--- config.mk ---
export PLATFORM = sky130hd
export DESIGN_NAME = wam_top
export DESIGN_NICKNAME = d
export VERILOG_FILES = /design/src/rtl/wam_pkg.sv /design/src/rtl/wam_top.sv
export SDC_FILE = /design/constraint.sdc
export NUM_CORES = 2
export LEC_CHECK = 0
export ABC_AREA = 1
export BUFFER_PORTS_ARGS = -buffer_cell sky130_fd_sc_hd__buf_2
export CORE_AREA = 2 2 247 298
export DETAILED_ROUTE_END_ITERATION = 7
export DIE_AREA = 0 0 249 300
export GPL_ROUTABILITY_DRIVEN = 0
export PLACE_DENSITY_LB_ADDON = 0.12
export SETUP_SLACK_MARGIN = 0.3
export SLEW_MARGIN = 20
export SYNTH_ARGS = -nofsm -noshare
export SYNTH_HDL_FRONTEND = slang
export SYNTH_SLANG_ARGS = --single-unit
--- constraint.sdc ---
create_clock -name i_ref_clk -period 4.9 [get_ports i_ref_clk]
set_input_delay 0 -clock i_ref_clk [delete_from_list [all_inputs] [get_ports i_ref_clk]]
set_output_delay 0 -clock i_ref_clk [all_outputs]
set_load 0.005 [all_outputs]
--- src/rtl/wam_pkg.sv ---
// Purpose: shared constants for the weld alarm monitor
// Assumes: 32-bit apb data, 16-bit measurement inputs except the 8-bit temperature
// Notes: settings are kept in an indexed bank, defaults below
package wam_pkg;
   // apb byte offsets of the fixed registers
   localparam logic [7:0] WAM_OFS_OVL = 8'h00;   // group 0 alarm word, write 1 to clear
   localparam logic [7:0] WAM_OFS_CUT = 8'h04;   // group 1 alarm word, write 1 to clear
   localparam logic [7:0] WAM_OFS_SET = 8'h08;   // group 2 alarm word, write 1 to clear
   localparam logic [7:0] WAM_OFS_STAT = 8'h0c;  // live status, read only
   localparam logic [7:0] WAM_OFS_VER = 8'h10;   // software version, read only
   localparam logic [7:0] WAM_OFS_CFG0 = 8'h20;  // first settings word, one word each after it
   localparam int WAM_NCFG = 13;                 // number of settings words
   // settings indices
   localparam int WAM_CFG_PH_LIM = 0;     // phase magnitude limit
   localparam int WAM_CFG_PH_TIME = 1;    // phase limit time in clock cycles
   localparam int WAM_CFG_F_LO = 2;       // overload frequency window, low edge
   localparam int WAM_CFG_F_HI = 3;       // overload frequency window, high edge
   localparam int WAM_CFG_E_CUT = 4;      // energy cutoff
   localparam int WAM_CFG_P_CUT = 5;      // peak power cutoff
   localparam int WAM_CFG_A1_CUT = 6;     // custom input one cutoff
   localparam int WAM_CFG_A2_CUT = 7;     // custom input two cutoff
   localparam int WAM_CFG_T_CUT = 8;      // sonics-on time cutoff in cycles
   localparam int WAM_CFG_F_LOFS = 9;     // low offset below start frequency
   localparam int WAM_CFG_F_HOFS = 10;    // high offset above start frequency
   localparam int WAM_CFG_AMPL = 11;      // stored amplitude setting
   localparam int WAM_CFG_NET = 12;       // network address
   // factory defaults, index 0 in the lowest word
   localparam logic [WAM_NCFG-1:0][31:0] WAM_CFG_DEF = {
      32'h0a00_0001, 32'h0000_0064, 32'h0000_0064, 32'h0000_0064, 32'h0000_2000,
      32'h0000_0800, 32'h0000_0800, 32'h0000_0400, 32'h0010_0000, 32'h0000_4eb8,
      32'h0000_4c2c, 32'h0000_0010, 32'h0000_0100};
   // alarm bit positions
   localparam int WAM_B_PHASE = 1;        // phase, within group 0
   localparam int WAM_B_CURR = 2;
   localparam int WAM_B_FREQ = 3;
   localparam int WAM_B_POWER = 4;
   localparam int WAM_B_VOLT = 5;
   localparam int WAM_B_TEMP = 6;
   localparam int WAM_B_BRAKE0 = 17;      // braking phase overload, next four follow
   localparam int WAM_B_ECUT = 2;         // group 1
   localparam int WAM_B_PCUT = 3;
   localparam int WAM_B_A1CUT = 4;
   localparam int WAM_B_TCUT = 5;
   localparam int WAM_B_FLCUT = 6;
   localparam int WAM_B_FHCUT = 7;
   localparam int WAM_B_A2CUT = 8;
   localparam int WAM_B_PRESET = 2;       // group 2
   // system limits, fixed by the power stage
   localparam logic [15:0] WAM_PEAK_CURR = 16'hf000;
   localparam logic [15:0] WAM_PEAK_POWER = 16'hf000;
   localparam logic [15:0] WAM_PEAK_VOLT = 16'hf000;
   localparam logic [7:0] WAM_TEMP_TRIP = 8'h55;   // 85 degrees c, sensor tolerance 5 degrees
   localparam logic [7:0] WAM_PRESET_MAX = 8'h20;  // highest valid preset number, 32
   localparam logic [31:0] WAM_SW_VER = 32'h0001_0203;  // arbitrary value
   // power-up sequencer states
   typedef enum logic [2:0] {
      WAM_PU_SAMPLE = 3'b001,
      WAM_PU_COLD = 3'b010,
      WAM_PU_RUN = 3'b100
   } wam_pu_t;
endpackage

--- src/rtl/wam_top.sv ---
// Purpose: alarm monitor for an ultrasonic weld generator, apb register slave
// Assumes: one 200 MHz clock, synchronous active-low reset, inputs synchronous
// Notes: groups 0 to 2 only; no wait states on any apb access
//
// Behaviour
// - overload: stop sonics, then abort cycle
// - phase out of limit for time: bit 1
// - current at peak limit: bit 2
// - frequency outside low/high window: bit 3
// - power at peak limit: bit 4
// - voltage at peak limit: bit 5
// - heat sink at 85 degrees: bit 6
// - temperature alarm clears only below threshold
// - braking overloads on bits 17 to 21
// - cutoff stops sonics, cycle continues
// - sonics-on energy over cutoff: bit 2
// - sonics-on peak power over cutoff: bit 3
// - custom inputs over cutoff: bits 4, 8
// - sonics-on time over cutoff: bit 5
// - frequency below start minus offset: bit 6
// - frequency above start plus offset: bit 7
// - preset number above 32: setup bit 2
// - cold start reloads factory defaults
// - amplitude, address, settings overwritten
// - software version survives cold start
// - strap sampled at power-up triggers cold start
//
// Added by the designer: register access over APB and the register addresses.
`timescale 1ns/1ps
module wam_top
   import wam_pkg::*;
(
   input wire logic i_ref_clk,
   input wire logic i_reset_n,
   input wire logic i_psel,
   input wire logic i_penable,
   input wire logic i_pwrite,
   input wire logic [7:0] i_paddr,
   input wire logic [31:0] i_pwdata,
   output logic [31:0] o_prdata,
   output logic o_pready,
   output logic o_pslverr,
   input wire logic i_weld_on,
   input wire logic i_brake_on,
   input wire logic i_sonics_on,
   input wire logic [15:0] i_phase,
   input wire logic [15:0] i_current,
   input wire logic [15:0] i_freq,
   input wire logic [15:0] i_power,
   input wire logic [15:0] i_voltage,
   input wire logic [7:0] i_temp,
   input wire logic [15:0] i_ain1,
   input wire logic [15:0] i_ain2,
   input wire logic i_preset_req,
   input wire logic [7:0] i_preset_num,
   input wire logic i_cold_strap,
   output logic o_sonics_stop,
   output logic o_cycle_abort,
   output logic o_cold_done
);
   // settings bank and alarm words
   logic [31:0] cfg_r [WAM_NCFG];    // user settings, restored by cold start
   logic [31:0] ovl_r;               // group 0 word
   logic [31:0] cut_r;               // group 1 word
   logic [31:0] set_r;               // group 2 word
   wam_pu_t pu_r;                    // power-up sequencer
   logic weld_d_r;                   // weld flag one cycle ago
   logic [15:0] f_start_r;           // frequency captured at weld start
   logic [31:0] ph_cnt_r;            // consecutive out-of-limit phase cycles
   logic [31:0] energy_r;            // energy summed while sonics on
   logic [31:0] son_time_r;          // sonics-on cycles in this weld
   logic [15:0] peak_p_r;            // peak power while sonics on
   logic ovl_pend_r;                 // overload seen, abort follows
   logic stop_r;
   logic abort_r;
   logic cold_r;
   logic [31:0] prdata_r;
   logic pready_r;
   logic pslverr_r;

   // apb decode
   wire setup_ph = i_psel & ~i_penable;
   wire wr_en = i_psel & i_penable & pready_r & i_pwrite;
   wire [7:0] cfg_ofs = i_paddr - WAM_OFS_CFG0;
   wire cfg_hit = (i_paddr >= WAM_OFS_CFG0) && (cfg_ofs[7:2] < 6'(WAM_NCFG)) && (i_paddr[1:0] == 2'b00);
   wire [3:0] cfg_idx = cfg_ofs[5:2];
   wire fix_hit = (i_paddr == WAM_OFS_OVL) || (i_paddr == WAM_OFS_CUT) || (i_paddr == WAM_OFS_SET)
                  || (i_paddr == WAM_OFS_STAT) || (i_paddr == WAM_OFS_VER);
   wire addr_ok = cfg_hit | fix_hit;
   wire [31:0] status_w = {28'h0, cold_r, abort_r, stop_r, (pu_r == WAM_PU_RUN)};
   wire [31:0] rd_mux = (i_paddr == WAM_OFS_OVL) ? ovl_r :
                        (i_paddr == WAM_OFS_CUT) ? cut_r :
                        (i_paddr == WAM_OFS_SET) ? set_r :
                        (i_paddr == WAM_OFS_STAT) ? status_w :
                        (i_paddr == WAM_OFS_VER) ? WAM_SW_VER :
                        cfg_hit ? cfg_r[cfg_idx] : 32'h0;

   // measurement comparisons, evaluated every cycle
   wire active = i_weld_on | i_brake_on;
   wire ph_out = i_phase > cfg_r[WAM_CFG_PH_LIM][15:0];
   wire [31:0] ph_cnt_nxt = (active & ph_out) ? ph_cnt_r + 32'h1 : 32'h0;
   wire ph_hit = active & ph_out & (ph_cnt_nxt >= cfg_r[WAM_CFG_PH_TIME]);
   wire cur_hit = i_current >= WAM_PEAK_CURR;
   wire frq_hit = (i_freq < cfg_r[WAM_CFG_F_LO][15:0]) || (i_freq > cfg_r[WAM_CFG_F_HI][15:0]);
   wire pwr_hit = i_power >= WAM_PEAK_POWER;
   wire vlt_hit = i_voltage >= WAM_PEAK_VOLT;
   wire temp_hot = i_temp >= WAM_TEMP_TRIP;
   wire [4:0] ovl_vec = {vlt_hit, pwr_hit, frq_hit, cur_hit, ph_hit};
   // weld codes go low, braking codes to bits 17 and up
   wire [31:0] ovl_set = ({26'h0, ovl_vec & {5{i_weld_on}}, 1'b0})
                         | ({10'h0, ovl_vec & {5{i_brake_on}}, 17'h0})
                         | (32'(temp_hot) << WAM_B_TEMP);
   wire ovl_evt = |ovl_set;

   // cutoffs, only while welding
   wire weld_start = i_weld_on & ~weld_d_r;
   wire son_w = i_weld_on & i_sonics_on;
   wire [31:0] energy_nxt = weld_start ? 32'h0 : (son_w ? energy_r + {16'h0, i_power} : energy_r);
   wire [31:0] son_time_nxt = weld_start ? 32'h0 : (son_w ? son_time_r + 32'h1 : son_time_r);
   wire [15:0] peak_nxt = weld_start ? 16'h0 : ((son_w && i_power > peak_p_r) ? i_power : peak_p_r);
   wire [15:0] f_ref = weld_start ? i_freq : f_start_r;
   wire [16:0] f_lo_sum = {1'b0, i_freq} + {1'b0, cfg_r[WAM_CFG_F_LOFS][15:0]};
   wire [16:0] f_hi_sum = {1'b0, f_ref} + {1'b0, cfg_r[WAM_CFG_F_HOFS][15:0]};
   wire e_cut = son_w & (energy_nxt > cfg_r[WAM_CFG_E_CUT]);
   wire p_cut = son_w & ({16'h0, peak_nxt} > cfg_r[WAM_CFG_P_CUT]);
   wire a1_cut = i_weld_on & ({16'h0, i_ain1} > cfg_r[WAM_CFG_A1_CUT]);
   wire a2_cut = i_weld_on & ({16'h0, i_ain2} > cfg_r[WAM_CFG_A2_CUT]);
   wire t_cut = son_w & (son_time_nxt > cfg_r[WAM_CFG_T_CUT]);
   wire fl_cut = i_weld_on & (f_lo_sum < {1'b0, f_ref});
   wire fh_cut = i_weld_on & ({1'b0, i_freq} > f_hi_sum);
   wire [31:0] cut_set = {23'h0, a2_cut, fh_cut, fl_cut, t_cut, a1_cut, p_cut, e_cut, 2'b00};
   wire cut_evt = |cut_set;

   // setup alarm from preset recall
   wire [31:0] set_set = 32'(i_preset_req && (i_preset_num > WAM_PRESET_MAX)) << WAM_B_PRESET;

   // clear masks, set wins over clear; the hot bit refuses to clear
   wire wr_ovl = wr_en & (i_paddr == WAM_OFS_OVL);
   wire wr_cut = wr_en & (i_paddr == WAM_OFS_CUT);
   wire wr_set = wr_en & (i_paddr == WAM_OFS_SET);
   wire [31:0] ovl_clr = (wr_ovl ? i_pwdata : 32'h0) & ~(32'(temp_hot) << WAM_B_TEMP);
   wire [31:0] cut_clr = wr_cut ? i_pwdata : 32'h0;
   wire [31:0] set_clr = wr_set ? i_pwdata : 32'h0;
   wire cold_go = (pu_r == WAM_PU_COLD);

   // power-up sequencer: strap is looked at in the first cycle after release
   always_ff @(posedge i_ref_clk)
   begin
      if (!i_reset_n)
         pu_r <= WAM_PU_SAMPLE;
      else
      begin
         unique case (pu_r)
            WAM_PU_SAMPLE: pu_r <= i_cold_strap ? WAM_PU_COLD : WAM_PU_RUN;
            WAM_PU_COLD: pu_r <= WAM_PU_RUN;
            WAM_PU_RUN: pu_r <= WAM_PU_RUN;
            default: pu_r <= WAM_PU_SAMPLE;
         endcase
      end
   end

   // settings bank; cold start reloads every word, version is a constant and stays
   always_ff @(posedge i_ref_clk)
   begin
      for (int k = 0; k < WAM_NCFG; k++)
      begin
         if (!i_reset_n || cold_go)
            cfg_r[k] <= WAM_CFG_DEF[k];
         else if (wr_en && cfg_hit && (cfg_idx == 4'(k)))
            cfg_r[k] <= i_pwdata;
      end
   end

   // sticky alarm words
   always_ff @(posedge i_ref_clk)
   begin
      if (!i_reset_n || cold_go)
      begin
         ovl_r <= 32'h0;
         cut_r <= 32'h0;
         set_r <= 32'h0;
      end
      else
      begin
         ovl_r <= (ovl_r & ~ovl_clr) | ovl_set;
         cut_r <= (cut_r & ~cut_clr) | cut_set;
         set_r <= (set_r & ~set_clr) | set_set;
      end
   end

   // per-weld trackers
   always_ff @(posedge i_ref_clk)
   begin
      if (!i_reset_n)
      begin
         weld_d_r <= 1'b0;
         f_start_r <= 16'h0;
         ph_cnt_r <= 32'h0;
         energy_r <= 32'h0;
         son_time_r <= 32'h0;
         peak_p_r <= 16'h0;
      end
      else
      begin
         weld_d_r <= i_weld_on;
         f_start_r <= f_ref;
         ph_cnt_r <= ph_cnt_nxt;
         energy_r <= energy_nxt;
         son_time_r <= son_time_nxt;
         peak_p_r <= peak_nxt;
      end
   end

   // sonics stop and abort: stop first, abort on the next edge, both held while active
   always_ff @(posedge i_ref_clk)
   begin
      if (!i_reset_n)
      begin
         ovl_pend_r <= 1'b0;
         stop_r <= 1'b0;
         abort_r <= 1'b0;
      end
      else
      begin
         ovl_pend_r <= ovl_evt & active;
         stop_r <= (active & stop_r) | ((ovl_evt | cut_evt) & active);
         abort_r <= active & (abort_r | ovl_pend_r);
      end
   end

   // cold start done flag, kept until the next reset
   always_ff @(posedge i_ref_clk)
   begin
      if (!i_reset_n)
         cold_r <= 1'b0;
      else if (cold_go)
         cold_r <= 1'b1;
   end

   // apb answer: data captured in setup, pready high for the single access cycle
   always_ff @(posedge i_ref_clk)
   begin
      if (!i_reset_n)
      begin
         prdata_r <= 32'h0;
         pready_r <= 1'b0;
         pslverr_r <= 1'b0;
      end
      else
      begin
         pready_r <= setup_ph;
         pslverr_r <= setup_ph & ~addr_ok;
         if (setup_ph)
            prdata_r <= rd_mux;
      end
   end

   assign o_prdata = prdata_r;
   assign o_pready = pready_r;
   assign o_pslverr = pslverr_r;
   assign o_sonics_stop = stop_r;
   assign o_cycle_abort = abort_r;
   assign o_cold_done = cold_r;
endmodule

==> metrics.md <==
| Metric | Value |
|---|---|
| Area post-placement | 39500 sq um |
| Register area share after synthesis | 47.2% |
| CTS max path bufs | 3 |
| # fillers | 6363 |
| CP delay by family, top | compound AO/OA/AOI/OAI gates |
| Die height | 300 um |
| Status | finished, final reports clean |
| Starting density of the core | 52.7% |
| Worst IR Drop VDD | 0.249 mV |
| Worst setup margin | 0.684 ns |
| 1st-pass router iterations | 8 |
| Fin crit period | 4.22 ns |
| Net count after synthesis | 4981 |
| IO Pins | 215 |
| Unrepaired setup endpoints after global routing | false |
| Nets | 5143 |
| Post-DP HPWL | 91600 um |
| Final Setup Violations | 0 |
| Hold_sp | i_pwdata[18] |
| Synth-to-Final Area Change | 12.6% |
| Worst Hold Depth | 3 |
| Number of synthesized flops with an enable pin | 416 |
| Core area | 71800 sq um |
| Congestion Overflow GR | 0 |
| Fin Setup TNS | 0 ns |
| Port Buffer Count | 190 |
| Mapped Cells | 4511 |
| CTS tree | yes |
| Cts bufs inserted | 76 |
| Worst Path Buf+Inv | 4 |
| Least-Margin Pin Slew | 1.06 ns |
| Critical Path RT | 5.44 ns |
| Site Rows | 108 |
| Power per Cell Area | 327 nW/um^2 |
| Worst slack, placed | 0.644 ns |
| Yosys Warn Count | 0 |
| CTS HTree Levels | 3 |
| Fmax | 237 MHz |
| Register-to-Register Path Depth | 26 |
| Largest net degree at the start of global routing | 93 |
| Fin. Hold Viols | 0 |
| DRC Markers | 0 |
| Worst Hold Class | input pin to flop |
| Initial antenna violation count | 3 |
| Worst r2r src | weld_d_r |
| Async SR Flop Fraction | 0% |
| Iter 0 DRT Violations | 3545 |
| Most numerous cell on the critical path | nand2_1 |
| Drt via density | 5.78 |
| Share of post-route cells with drive strength above 1 | 9.49% |
| Maxcap violations | 0 |
| CP startpoint kind | flop |
| Hold EP | cfg_r[8][18] |
| Setup slack, reg-to-reg | 0.68 ns |
| Post-DRT Antenna Nets | 0 |
| Reg clk slew, reported paths | 0.06 ns |
| Clock latency on the worst-skew pair | 0.67 ns |
| First-pass GRT wire length | 186000 um |
| Largest stage delay, worst path | 0.37 ns |
| Die W | 249 um |
| Routed vias | 32800 |
| Slowest CP cell | o21ai_0 |
| Slew Limit Fails | 0 |
| Synth Cell Area | 37800 sq um |
| Clock sink count | 682 |
| Final hold slack | 0.0113 ns |
| Worst Path Arrival | 4.76 ns |
| Detail-routed net length per standard cell | 22.1 um |
| Vias in the first global route | 30600 |
| Primary FF master, synth | edfxtp_1 |
| Worst reg2reg endpoint | o_sonics_stop |
| Clock skew | 0.0446 ns |
| Clk root buf | clkbuf_16 |
| Routed wire length | 125000 um |
| Crit-path max FO | 23 |
| Finished Cell Area | 42500 sq um |
| Antenna Cells | 0 |
| Critical Setup Path Class | flop to flop |
| Avg Inst Size Synth | 8.38 sq um |
| Synth cell types | 55 |
| Tot GR Track Use | 33.0% |
| Leak pwr | 19.2 nW |
| Max-slew headroom | 29.4% |
| CP Capture Type | flop |
| Die ar. | 74700 sq um |
| Tcrit/Tclk final | 86.0% |
| Flop and latch count out of synthesis | 682 |
tightest hold or removal path, stage by stage:
cell and delay, ns:
buf_2 0.07, inv_1 0.28, nor2_1 0.19
Yosys cell counts (3+ instances only):
cell | instances | area [sq um]
a21oi_1 | 229 | 1150
buf_2 | 45 | 225
dfxtp_1 | 266 | 5330
clkinv_1 | 3 | 11.3
xor2_1 | 43 | 377
o31ai_1 | 3 | 22.5
a221oi_1 | 7 | 61.3
inv_2 | 17 | 63.8
edfxtp_1 | 416 | 12500
nand3_1 | 97 | 485
o21ai_0 | 226 | 1130
ha_1 | 289 | 3620
nand2_2 | 4 | 25.0
a21o_1 | 12 | 90.1
nor2_1 | 720 | 2700
nor2_2 | 12 | 75.1
buf_4 | 4 | 30.0
and2_1 | 3 | 18.8
nand2_1 | 643 | 2410
xnor2_1 | 27 | 236
nor3_1 | 134 | 671
nor3b_1 | 3 | 22.5
buf_1 | 27 | 101
or2_2 | 36 | 225
nor4_1 | 41 | 257
nand3b_1 | 5 | 37.5
a21boi_0 | 3 | 22.5
nor3_4 | 4 | 65.1
nand4_1 | 93 | 582
clkbuf_1 | 129 | 484
inv_1 | 636 | 2390
o211ai_1 | 96 | 721
o22ai_1 | 172 | 1080
o21a_1 | 33 | 248
buf_6 | 3 | 33.8
fa_1 | 3 | 60.1
layout by cell type (no fill, tap or decap), types with 4 or more instances in the layout:
cell type / synthesis / routed
nand2_1: 643 / 637
buf_4: 4 / 51
nor4_1: 41 / 41
nor3_1: 134 / 134
xor2_1: 43 / 43
clkbuf_1: 129 / 18
dfxtp_1: 266 / 266
inv_2: 17 / 19
clkinv_2: 0 / 9
nor2_1: 720 / 718
bufinv_16: 0 / 5
a221oi_1: 7 / 7
inv_1: 636 / 630
clkinv_1: 3 / 20
nand2_2: 4 / 7
or2_2: 36 / 36
nor3_4: 4 / 4
edfxtp_1: 416 / 416
o21a_1: 33 / 33
o21ai_0: 226 / 214
clkbuf_8: 0 / 5
clkinv_16: 0 / 4
nand4_1: 93 / 93
o21ai_2: 0 / 6
buf_2: 45 / 190
a21oi_1: 229 / 229
nand3b_1: 5 / 5
clkbuf_16: 0 / 76
o211ai_1: 96 / 96
nor2_2: 12 / 14
nand3_1: 97 / 97
o22ai_1: 172 / 172
dlygate4sd3_1: 0 / 48
a21o_1: 12 / 12
xnor2_1: 27 / 27
ha_1: 289 / 289
cell families after synthesis:
group | share of synthesized area, %
simple gates | 20.2
fa+ha+maj | 9.73
compound gates | 12.4
buf+inv | 8.83
xor+xnor | 1.62
flops | 47.2
worst max path at each step:
stage / to / startpoint / slack, ns / cells past startpoint
after CTS: o_sonics_stop / weld_d_r / 0.63 / 26
after global routing: o_sonics_stop / energy_r[2] / 0.33 / 24
after floorplan: o_sonics_stop / weld_d_r / 1.10 / 29
final: o_sonics_stop / weld_d_r / 0.68 / 26
after global placement: o_sonics_stop / weld_d_r / 0.77 / 26
after detailed placement: o_sonics_stop / weld_d_r / 0.64 / 26
layer usage:
layer,track usage (%),up-vias,part of all wire [%]
li1,-,15500,-
met1,42.8,15400,40
met2,52.3,1505,45
met3,5.67,301,8.9
met4,19.1,6,6.0
met5,0,-,0.031
stage by stage:
step | instances | total power (W) | utilization [%]
detailed placement | 5480 | 0.00821 | 55.1
CTS | 5663 | 0.0139 | 59.2
global route | 5665 | 0.0144 | 59.3
finish | 5665 | 0.0139 | 59.3
global placement | 5480 | 0.00818 | 55.1
floorplan | 4511 | 0.00757 | -
power breakdown:
part           switching, W  total (W)  internal, W  leakage (nW)
clock network       0.00250    0.00574      0.00324          1.20
registers          0.000105    0.00639      0.00629          6.35
logic               0.00122    0.00178     0.000566          11.6
flip-flops by register name, summed over array words and instances (netlist names):
name and count:
cfg_r 416, cut_r 32, energy_r 32, o_prdata 32
ovl_r 32, ph_cnt_r 32, set_r 32, son_time_r 32
f_start_r 16, peak_p_r 16, pu_r 3, o_cold_done 1
o_cycle_abort 1, o_pready 1, o_pslverr 1, o_sonics_stop 1
ovl_pend_r 1, weld_d_r 1
timing repair:
item                       in CTS  in global routing
resized for setup               0                  4
hold endpoints to repair      126                  0
setup buffers                   0                  0
hold buffers                   48                  0
setup endpoints to repair       0                  1
layout make-up:
| class | count | area (sq um) | area share (%) |
|---|---|---|---|
| multi-input cells | 2965 | 16700 | 39.3 |
| well taps | 935 | 1170 | 2.75 |
| clock inverters | 36 | 433 | 1.02 |
| flip-flops and latches | 682 | 17800 | 41.9 |
| clock buffers | 99 | 2040 | 4.79 |
| repair buffers | 292 | 1890 | 4.44 |
| inverters | 656 | 2460 | 5.79 |
Power figures use the tool's default switching activity.
